[config.mk]
export PLATFORM = sky130hd
export DESIGN_NAME = gpt_triple_timer
export DESIGN_NICKNAME = d
export VERILOG_FILES = /design/src/shared/gpt_pkg.sv /design/src/design/gpt_counter.sv /design/src/design/gpt_triple_timer.sv
export VERILOG_INCLUDE_DIRS = /design/src /design/src/shared
export SDC_FILE = /design/constraint.sdc
export NUM_CORES = 1
export LEC_CHECK = 0
export ABC_AREA = 1
export BUFFER_PORTS_ARGS = -buffer_cell sky130_fd_sc_hd__buf_2
export CORE_MARGIN = 2
export CORE_UTILIZATION = 60
export DETAILED_ROUTE_END_ITERATION = 12
export PLACE_DENSITY = 0.77
export SLEW_MARGIN = 40
export SYNTH_ARGS = -nofsm -noshare
export SYNTH_HDL_FRONTEND = slang
export SYNTH_SLANG_ARGS = --single-unit
[constraint.sdc]
create_clock -name ref_clk -period 6.9 [get_ports ref_clk]
set_clock_uncertainty 0.05 [all_clocks]
set_input_delay 1.035 -clock ref_clk [delete_from_list [all_inputs] [get_ports ref_clk]]
set_output_delay 1.035 -clock ref_clk [all_outputs]
set_load 0.05 [all_outputs]
[src/shared/gpt_consts.svh]
// Constants of the three-timer module: register offsets, fields, resets
// Assumes inclusion by bare name from the design files
`ifndef GPT_CONSTS_SVH
`define GPT_CONSTS_SVH
`define GPT_ADDR_W        4
`define GPT_OFF_CORE_CTRL 4'h0
`define GPT_OFF_CORE_CNT  4'h1
`define GPT_OFF_AUXA_CTRL 4'h2
`define GPT_OFF_AUXA_CNT  4'h3
`define GPT_OFF_AUXB_CTRL 4'h4
`define GPT_OFF_AUXB_CNT  4'h5
`define GPT_OFF_IRQ_STAT  4'h6
`define GPT_OFF_IRQ_CLR   4'h7
`define GPT_OFF_IRQ_EN    4'h8
`define GPT_OFF_TOGGLE    4'h9
// Control word fields
`define GPT_F_PRESC_LSB   0
`define GPT_F_MODE_LSB    3
`define GPT_F_RUN         5
`define GPT_F_DIR         6
`define GPT_F_EXT_DIR_EN  7
`define GPT_F_EDGE_LSB    8
`define GPT_F_AUX_FN_LSB  10
`define GPT_F_CLK_LATCH   12
`define GPT_F_RLD_EDGE_LSB 13
`define GPT_F_TOG_OUT_EN  15
`define GPT_CTRL_RESET    16'h0000
`define GPT_CNT_RESET     16'h0000
// Prescaler factor is 2**(3 + code)
`define GPT_PRESC_BASE_LOG 3
`define GPT_PRESC_W       10
`endif

[src/shared/gpt_pkg.sv]
// Types shared by the three-timer module
// Assumes gpt_consts.svh is on the include path
package gpt_pkg;
  typedef enum logic [1:0] {
    GPT_MODE_TIMER = 2'b00,
    GPT_MODE_GATED = 2'b01,
    GPT_MODE_COUNT = 2'b10,
    GPT_MODE_INCR  = 2'b11
  } gpt_mode_t;
  typedef enum logic [1:0] {
    GPT_AUX_NORMAL  = 2'b00,
    GPT_AUX_CAPTURE = 2'b01,
    GPT_AUX_RELOAD  = 2'b10
  } gpt_aux_fn_t;
  typedef struct packed {
    logic [3:0]  addr;
    logic [15:0] wdata;
    logic        wr;
    logic        rd;
  } gpt_bus_req_t;
  typedef struct packed {
    logic in_pin;
    logic dir_pin;
  } gpt_pins_t;
endpackage

[src/design/gpt_counter.sv]
// One 16-bit up/down counter with mode, edge and quadrature decoding
// Assumes pins already synchronised and a shared prescaler tick vector
`timescale 1ns/1ps
`default_nettype none
`include "gpt_consts.svh"
module gpt_counter #(
  parameter int WIDTH = 16
) (
  input  wire logic             ref_clk,
  input  wire logic             reset,
  input  wire logic [15:0]      ctrl,
  input  wire logic [7:0]       presc_ticks,
  input  wire logic             in_now,
  input  wire logic             in_prev,
  input  wire logic             dir_now,
  input  wire logic             dir_prev,
  input  wire logic             ext_tick,
  input  wire logic             hold,
  input  wire logic             load,
  input  wire logic [WIDTH-1:0] load_val,
  output logic      [WIDTH-1:0] count,
  output logic                  wrap
);
  import gpt_pkg::*;
  // Refuse widths that the wrap and step logic cannot serve
  if (WIDTH < 2) begin : g_bad_width
    $error("gpt_counter: WIDTH too small");
  end
  gpt_mode_t  mode;
  logic       step;
  logic       down;
  logic       in_rise;
  logic       in_fall;
  logic       quad_any;
  logic [1:0] edge_sel;
  // Select count event and direction from the mode
  always_comb begin
    mode     = gpt_mode_t'(ctrl[`GPT_F_MODE_LSB +: 2]);
    edge_sel = ctrl[`GPT_F_EDGE_LSB +: 2];
    in_rise  = in_now & ~in_prev;
    in_fall  = ~in_now & in_prev;
    quad_any = (in_now ^ in_prev) | (dir_now ^ dir_prev);
    down     = ctrl[`GPT_F_DIR] ^ (ctrl[`GPT_F_EXT_DIR_EN] & dir_now);
    step     = 1'b0;
    case (mode)
      GPT_MODE_TIMER: step = presc_ticks[ctrl[`GPT_F_PRESC_LSB +: 3]];
      GPT_MODE_GATED: step = presc_ticks[ctrl[`GPT_F_PRESC_LSB +: 3]] & in_now;
      GPT_MODE_COUNT: begin
        // Pin edges or the toggle latch when chained
        if (ctrl[`GPT_F_CLK_LATCH]) begin
          step = ext_tick;
        end else begin
          case (edge_sel)
            2'b01:   step = in_rise;
            2'b10:   step = in_fall;
            2'b11:   step = in_rise | in_fall;
            default: step = 1'b0;
          endcase
        end
      end
      GPT_MODE_INCR: begin
        // Quadrature: A leads B means up
        step = quad_any;
        down = ((in_now ^ in_prev) ? ~(in_now ^ dir_now) : (in_now ^ dir_now))
               ^ ctrl[`GPT_F_DIR];
      end
      default: step = 1'b0;
    endcase
    if (!ctrl[`GPT_F_RUN] || hold) begin
      step = 1'b0;
    end
  end
  // Count register with load priority
  always_ff @(posedge ref_clk) begin
    if (reset) begin
      count <= '0;
      wrap  <= 1'b0;
    end else if (load) begin
      count <= load_val;
      wrap  <= 1'b0;
    end else if (step) begin
      count <= down ? count - 1'b1 : count + 1'b1;
      wrap  <= down ? (count == '0) : (count == '1);
    end else begin
      wrap  <= 1'b0;
    end
  end
endmodule
`default_nettype wire

[src/design/gpt_triple_timer.sv]
// Three-timer module: core timer, two auxiliary timers, register port
// Assumes bus synchronous to ref_clk; pins resynchronised here
`timescale 1ns/1ps
`default_nettype none
`include "gpt_consts.svh"
// Function
// - Three independent 16-bit up/down counters, each with own configuration.
// - Each timer selects timer, gated, counter or incremental interface mode.
// - Timer mode counts CPU clock divided by 8 up to 1024, 3-bit code.
// - Counter mode advances on external input pin events.
// - Gated mode counts prescaled ticks only while the gate pin is high.
// - Each timer has one input pin: gate or count clock.
// - Direction set by software, optionally flipped by an external direction pin.
// - Incremental mode decodes quadrature A and B into count and direction.
// - Core toggle latch inverts on every core overflow or underflow.
// - Core toggle latch can drive an output pin.
// - Core toggle latch can clock either auxiliary timer for concatenation.
// - Auxiliary timers used for capture or reload do not count.
// - Capture mode copies core count on an auxiliary input pin edge.
// - Reload mode loads core from auxiliary on pin edge or latch transition.
// - Both auxiliaries reloading on opposite latch edges yields continuous PWM.
module gpt_triple_timer (
  input  wire logic          ref_clk,
  input  wire logic          reset,
  input  wire gpt_pkg::gpt_bus_req_t bus_req,
  input  wire gpt_pkg::gpt_pins_t    core_pins,
  input  wire gpt_pkg::gpt_pins_t    aux_a_pins,
  input  wire gpt_pkg::gpt_pins_t    aux_b_pins,
  output logic [15:0]        rdata,
  output logic               toggle_output_pin,
  output logic               irq
);
  import gpt_pkg::*;
  localparam int NT = 3; // 0 core, 1 aux a, 2 aux b

  logic [15:0]         ctrl [NT];
  logic [15:0]         cnt  [NT];
  logic [NT-1:0]       wrap;
  logic [NT-1:0]       load;
  logic [15:0]         load_val [NT];
  logic [NT-1:0]       hold;
  logic [NT-1:0]       in_s1, in_s2, in_s3;
  logic [NT-1:0]       dir_s1, dir_s2, dir_s3;
  logic [`GPT_PRESC_W-1:0] presc;
  logic [`GPT_PRESC_W-1:0] next_presc;
  logic [7:0]          presc_ticks;
  logic                core_toggle_latch;
  logic                latch_rise, latch_fall;
  logic [NT-1:0]       irq_stat, irq_en, clr_hit;
  logic [NT-1:0]       pin_in, pin_dir;
  logic                wr_hit [NT];
  logic [1:0]          aux_fn [NT];

  assign pin_in  = {aux_b_pins.in_pin,  aux_a_pins.in_pin,  core_pins.in_pin};
  assign pin_dir = {aux_b_pins.dir_pin, aux_a_pins.dir_pin, core_pins.dir_pin};

  // Two-flop synchronisers plus a history stage for edge detection
  always_ff @(posedge ref_clk) begin
    if (reset) begin
      in_s1  <= '0;
      in_s2  <= '0;
      in_s3  <= '0;
      dir_s1 <= '0;
      dir_s2 <= '0;
      dir_s3 <= '0;
    end else begin
      in_s1  <= pin_in;
      in_s2  <= in_s1;
      in_s3  <= in_s2;
      dir_s1 <= pin_dir;
      dir_s2 <= dir_s1;
      dir_s3 <= dir_s2;
    end
  end

  // Free-running prescaler shared by all timers
  assign next_presc = presc + 1'b1;
  always_ff @(posedge ref_clk) begin
    if (reset) begin
      presc <= '0;
    end else begin
      presc <= next_presc;
    end
  end

  // One tick every 2**(3+k) cycles for code k
  genvar k;
  generate
    for (k = 0; k < 8; k++) begin : g_tick
      localparam int LOGF = `GPT_PRESC_BASE_LOG + k;
      assign presc_ticks[k] = (presc[LOGF-1:0] == '1);
    end
  endgenerate

  // Auxiliary function fields
  always_comb begin
    for (int i = 0; i < NT; i++) begin
      aux_fn[i] = (i == 0) ? 2'b00 : ctrl[i][`GPT_F_AUX_FN_LSB +: 2];
      hold[i]   = (aux_fn[i] != GPT_AUX_NORMAL);
    end
  end

  // Toggle latch transitions
  logic latch_d;
  always_ff @(posedge ref_clk) begin
    if (reset) begin
      latch_d <= 1'b0;
    end else begin
      latch_d <= core_toggle_latch;
    end
  end
  assign latch_rise = core_toggle_latch & ~latch_d;
  assign latch_fall = ~core_toggle_latch & latch_d;

  // Reload and capture triggers for each auxiliary timer
  logic [NT-1:0] aux_pin_evt;
  logic [NT-1:0] rld_trig;
  logic [NT-1:0] cap_trig;
  always_comb begin
    for (int i = 0; i < NT; i++) begin
      case (ctrl[i][`GPT_F_EDGE_LSB +: 2])
        2'b01:   aux_pin_evt[i] = in_s2[i] & ~in_s3[i];
        2'b10:   aux_pin_evt[i] = ~in_s2[i] & in_s3[i];
        2'b11:   aux_pin_evt[i] = in_s2[i] ^ in_s3[i];
        default: aux_pin_evt[i] = 1'b0;
      endcase
      cap_trig[i] = (i != 0) && aux_fn[i] == GPT_AUX_CAPTURE && aux_pin_evt[i];
      // Reload on pin edge or chosen latch edge: 01 rise, 10 fall
      rld_trig[i] = (i != 0) && aux_fn[i] == GPT_AUX_RELOAD &&
                    (aux_pin_evt[i] ||
                     (ctrl[i][`GPT_F_RLD_EDGE_LSB] && latch_rise) ||
                     (ctrl[i][`GPT_F_RLD_EDGE_LSB + 1] && latch_fall));
    end
  end

  // Load sources: bus write, capture into aux, reload into core
  always_comb begin
    for (int i = 0; i < NT; i++) begin
      wr_hit[i]   = bus_req.wr &&
                    bus_req.addr == (`GPT_OFF_CORE_CNT + 4'(2 * i));
      load[i]     = wr_hit[i] || cap_trig[i];
      load_val[i] = wr_hit[i] ? bus_req.wdata : cnt[0];
    end
    // Aux b wins over aux a if both fire in one cycle
    if (!wr_hit[0] && (rld_trig[1] || rld_trig[2])) begin
      load[0]     = 1'b1;
      load_val[0] = rld_trig[2] ? cnt[2] : cnt[1];
    end
  end

  // The three counters, chained by the latch
  generate
    for (k = 0; k < NT; k++) begin : g_tmr
      gpt_counter #(.WIDTH(16)) u_cnt (
        .ref_clk     (ref_clk),
        .reset       (reset),
        .ctrl        (ctrl[k]),
        .presc_ticks (presc_ticks),
        .in_now      (in_s2[k]),
        .in_prev     (in_s3[k]),
        .dir_now     (dir_s2[k]),
        .dir_prev    (dir_s3[k]),
        .ext_tick    ((k != 0) && (latch_rise | latch_fall)),
        .hold        (hold[k]),
        .load        (load[k]),
        .load_val    (load_val[k]),
        .count       (cnt[k]),
        .wrap        (wrap[k])
      );
    end
  endgenerate

  // Toggle latch inverts on core wrap; software may set its level
  always_ff @(posedge ref_clk) begin
    if (reset) begin
      core_toggle_latch <= 1'b0;
    end else if (wrap[0]) begin
      core_toggle_latch <= ~core_toggle_latch;
    end else if (bus_req.wr && bus_req.addr == `GPT_OFF_TOGGLE) begin
      core_toggle_latch <= bus_req.wdata[0];
    end
  end

  // Latch onto the pin when enabled
  always_ff @(posedge ref_clk) begin
    if (reset) begin
      toggle_output_pin <= 1'b0;
    end else begin
      toggle_output_pin <= ctrl[0][`GPT_F_TOG_OUT_EN] & core_toggle_latch;
    end
  end

  // Control registers
  always_ff @(posedge ref_clk) begin
    if (reset) begin
      for (int i = 0; i < NT; i++) begin
        ctrl[i] <= `GPT_CTRL_RESET;
      end
    end else if (bus_req.wr) begin
      for (int i = 0; i < NT; i++) begin
        if (bus_req.addr == (`GPT_OFF_CORE_CTRL + 4'(2 * i))) begin
          ctrl[i] <= bus_req.wdata;
        end
      end
    end
  end

  // Sticky flags: set wins over clear
  assign clr_hit = (bus_req.wr && bus_req.addr == `GPT_OFF_IRQ_CLR) ?
                   bus_req.wdata[NT-1:0] : '0;
  always_ff @(posedge ref_clk) begin
    if (reset) begin
      irq_stat <= '0;
      irq_en   <= '0;
    end else begin
      irq_stat <= (irq_stat & ~clr_hit) | wrap;
      if (bus_req.wr && bus_req.addr == `GPT_OFF_IRQ_EN) begin
        irq_en <= bus_req.wdata[NT-1:0];
      end
    end
  end

  // Level interrupt from a flop
  always_ff @(posedge ref_clk) begin
    if (reset) begin
      irq <= 1'b0;
    end else begin
      irq <= |(((irq_stat & ~clr_hit) | wrap) & irq_en);
    end
  end

  // Read data, one cycle after the strobe, zero otherwise
  always_ff @(posedge ref_clk) begin
    if (reset) begin
      rdata <= '0;
    end else if (bus_req.rd) begin
      case (bus_req.addr)
        `GPT_OFF_CORE_CTRL: rdata <= ctrl[0];
        `GPT_OFF_CORE_CNT:  rdata <= cnt[0];
        `GPT_OFF_AUXA_CTRL: rdata <= ctrl[1];
        `GPT_OFF_AUXA_CNT:  rdata <= cnt[1];
        `GPT_OFF_AUXB_CTRL: rdata <= ctrl[2];
        `GPT_OFF_AUXB_CNT:  rdata <= cnt[2];
        `GPT_OFF_IRQ_STAT:  rdata <= {13'h0000, irq_stat};
        `GPT_OFF_IRQ_EN:    rdata <= {13'h0000, irq_en};
        `GPT_OFF_TOGGLE:    rdata <= {15'h0000, core_toggle_latch};
        default:            rdata <= 16'h0000;
      endcase
    end else begin
      rdata <= 16'h0000;
    end
  end
endmodule
`default_nettype wire

==> impl_metrics.py <==
metrics = {
    "run_status": {
        "status": "completed",
    },
    "sta": {
        "final_hold_viol_count": 0,
        "hold-worst-slack_ns": 0.350,
        "post-route-period-util_pct": 54.0,
        "setup_violations": 0,
        "timing.fmax_mhz": 268,
        "maxSlewViolCount": 0,
        "rsz0062_at_grt": "no",
        "period_needed_ns": 3.73,
        "maxSlewHeadroom_pct": 45.8,
        "timing.final.ws_setup_ns": 3.17,
        "fin_setup_tns_ns": 0,
        "worst_pin_slew_ns": 0.806,
    },
    "clocking": {
        "clock_sinks": 153,
        "clk_pin_slew_ns": 0.07,
        "clk_path_buf_depth": 2,
        "insertion_delay_ns": 0.44,
        "cts_tree": "yes",
        "numCtsBuffers": 17,
        "cts_setup_buffers": 0,
        "cts_hold_buf": 0,
        "htree_num_levels": 4,
        "cts_resized": 0,
        "root_buffer": "clkbuf_16",
    },
    "critical_path": {
        "end_kind": "register",
        "cp_cell_sequence": "ha_1 -> nand3b_1 -> nand3_1 -> nand3_1 -> nand2_1 -> inv_1 -> ha_1 -> nand2_1 -> o21ai_0 -> nand2_1 -> nand2_1 -> nand2_1 -> nand2_1 -> nand2_1 -> nand3_1 -> o21ai_0 -> nor2_1 -> nor2_1",
        "cp.arrival_ns": 4.00,
        "path_common_cell": "nand2_1",
        "worstRegToRegCells": 18,
        "worst-r2r-setup-slack_ns": 3.17,
        "crit_end": "g_tmr[2].u_cnt.count[8]$_SDFFE_PP0P_",
        "slowest_delay_ns": 0.50,
        "r2r_start": "in_s2[2]$_SDFF_PP0_",
        "cpMaxStageDelayCell": "ha_1",
        "cp-startpoint": "in_s2[2]$_SDFF_PP0_",
        "r2r_end": "g_tmr[2].u_cnt.count[8]$_SDFFE_PP0P_",
        "critPathKind": "reg2reg",
        "startpoint_type": "register",
        "path_max_fanout": 17,
        "cp_data_required_time_ns": 7.17,
    },
    "placed_design": {
        "portBuffers": 47,
        "gp_routability_congestion": 1.05,
        "dp_hpwl_mm": 27.1,
        "preCtsSetupSlack_ns": 3.33,
        "place_inst": 1812,
    },
    "floorplanning": {
        "coreArea_um2": 17400,
        "die_h_um": 138,
        "die_w_um": 138,
        "pin_count": 48,
        "die-area_um2": 19000,
        "initial_core_util_pct": 61.6,
        "rows": 48,
    },
    "finish": {
        "final_nets": 1700,
        "nFillCells": 1614,
        "diodes": 0,
        "stdcell_count": 1845,
        "area_growth_pct": 8.48,
        "drive_gt1_share_pct": 8.89,
    },
    "power_and_ir_drop": {
        "powerDensity_nw_per_um2": 237,
        "ir_drop_v": 0.000249,
        "power.leakage_nw": 5.57,
    },
    "synthesis": {
        "synth_fp_nets": 1665,
        "synth_edf_count": 48,
        "synthCells": 1572,
        "async_flop_share_pct": 0,
        "synth_area_per_cell_um2": 6.82,
        "ys_seq_area_share_pct": 33.0,
        "synth_cell_types": 56,
        "synth-warning-count": 0,
        "ys.flop_type": "dfxtp_1",
        "synth_top_area_share_pct": 19.6,
        "synth_area_um2": 10700,
        "synth_top_area_cell": "dfxtp_1",
        "synth.area.top_cells": "dfxtp_1, nand2_1, edfxtp_1",
        "synth-seq-cells": 153,
    },
    "global_route": {
        "grt_use_total_pct": 38.6,
        "grt_overflow_total": 0,
        "grt_pass1_wl_mm": 55.0,
        "antenna_found_initial": 0,
        "grt_max_degree": 50,
        "grt_pass1_vias": 9999,
    },
    "routing": {
        "vias_per_cell": 6.09,
        "drc": 0,
        "drtIter0Drc": 1406,
        "routed_wl_mm": 36.4,
        "first_pass_iters": 7,
        "routedWlPerCell_um": 19.7,
        "ant_nets": 0,
        "num_vias": 11232,
    },
    "min_path": {
        "hp-class": "reg2reg",
    },
    "flow_run": {
        "max_cap_violations": 0,
    },
}
-- layout by cell type, fill, tap and decap left out, drive strengths merged, types with 8 or more instances in the layout --
cell,count
o21ai,121
edfxtp,48
clkbuf,18
nor3,10
dfxtp,105
a21oi,90
nand2,406
ha,60
a31oi,8
inv,208
xor2,11
nor4,8
nand3,103
nor2,234
o211ai,14
o21bai,8
o22ai,20
nand4,26
buf,55
nand3b,12
-- layer usage --
metal / track usage (%) / routed length [um] / vias up
met4: 14.3 / 1580 / 0
met3: 7.62 / 4190 / 133
li1: - / - / 5284
met5: 0 / 0 / -
met1: 53.3 / 14900 / 5081
met2: 60.0 / 15700 / 734
-- cell families (layout without fill, tap and decap cells) --
logic type / Yosys count / in the layout / synth area share, %
XOR/XNOR: 17 / 17 / 1.39
buffers and inverters: 238 / 286 / 9.18
AND/OR/NAND/NOR: 808 / 808 / 32.8
adder cells (fa/ha/maj): 63 / 63 / 7.56
flip-flops: 153 / 153 / 33.0
AO/OA/AOI/OAI: 293 / 293 / 16.1
-- metrics by stage --
stage | total power [mW] | area, um^2 | util [%]
after floorplan | 1.61 | 10700 | -
after global placement | 1.82 | 11100 | 63.6
after detailed placement | 1.82 | 11100 | 63.6
after CTS | 2.72 | 11600 | 66.8
after global routing | 2.87 | 11600 | 66.8
final | 2.75 | 11600 | 66.8
-- worst min-delay path by stage --
stage                         startpoint              endpoint  slack (ns)  cells after the start
CTS                  in_s1[1]$_SDFF_PP0_   in_s2[1]$_SDFF_PP0_        0.35                      2
finish               in_s1[1]$_SDFF_PP0_   in_s2[1]$_SDFF_PP0_        0.35                      2
global route        dir_s1[0]$_SDFF_PP0_  dir_s2[0]$_SDFF_PP0_        0.37                      2
global placement    dir_s1[2]$_SDFF_PP0_  dir_s2[2]$_SDFF_PP0_        0.34                      2
detailed placement   in_s1[1]$_SDFF_PP0_   in_s2[1]$_SDFF_PP0_        0.35                      2
floorplan           dir_s1[0]$_SDFF_PP0_  dir_s2[0]$_SDFF_PP0_        0.34                      2
-- worst max-delay path, delay by kind of cell (launching register included) --
| kind | cells | cell delay (ns) |
|---|---|---|
| simple gates | 13 | 1.45 |
| flops | 1 | 0.45 |
| fa+ha+maj | 2 | 0.82 |
| compound gates | 2 | 0.52 |
| buf+inv | 1 | 0.32 |
-- where the power goes --
group	leakage, nW	internal, mW	total [mW]	switching [mW]
combinational	3.98	0.257	0.768	0.511
clock	0.275	0.476	0.917	0.440
sequential	1.32	0.985	1.07	0.0842
-- registers in the layout, indices dropped and copies added, names as in the netlist --
name,cells
dir_s1,3
in_s1,3
core_toggle_latch,1
in_s3,3
in_s2,3
dir_s2,3
latch_d,1
presc,10
g_tmr.u_cnt.count,48
irq_en,3
rdata,16
dir_s3,3
g_tmr.u_cnt.wrap,3
toggle_output_pin,1
ctrl,48
irq,1
irq_stat,3
-- layout make-up --
| type | instances | area, um^2 | share of cell area, % |
|---|---|---|---|
| Sequential cell | 153 | 3540 | 30.4 |
| Clock inverter | 14 | 126 | 1.09 |
| Clock buffer | 18 | 429 | 3.69 |
| Multi-Input combinational cell | 1181 | 6200 | 53.3 |
| Inverter | 199 | 758 | 6.52 |
| Timing Repair Buffer | 55 | 295 | 2.54 |
| Tap cell | 225 | 282 | 2.42 |
-- cells in the mapped netlist, types with 10 or more instances --
| cell | number |
|---|---|
| nand2_1 | 385 |
| edfxtp_1 | 48 |
| nand4_1 | 26 |
| buf_2 | 10 |
| nand3_1 | 101 |
| o22ai_1 | 20 |
| nand3b_1 | 12 |
| o21ai_0 | 97 |
| inv_1 | 188 |
| ha_1 | 60 |
| a21oi_1 | 84 |
| clkbuf_1 | 16 |
| xor2_1 | 11 |
| nor2_1 | 225 |
| nand2_2 | 11 |
| nor3_1 | 10 |
| o211ai_1 | 13 |
| o21ai_1 | 24 |
| dfxtp_1 | 105 |
No activity file was read; power rests on OpenSTA's default activity.
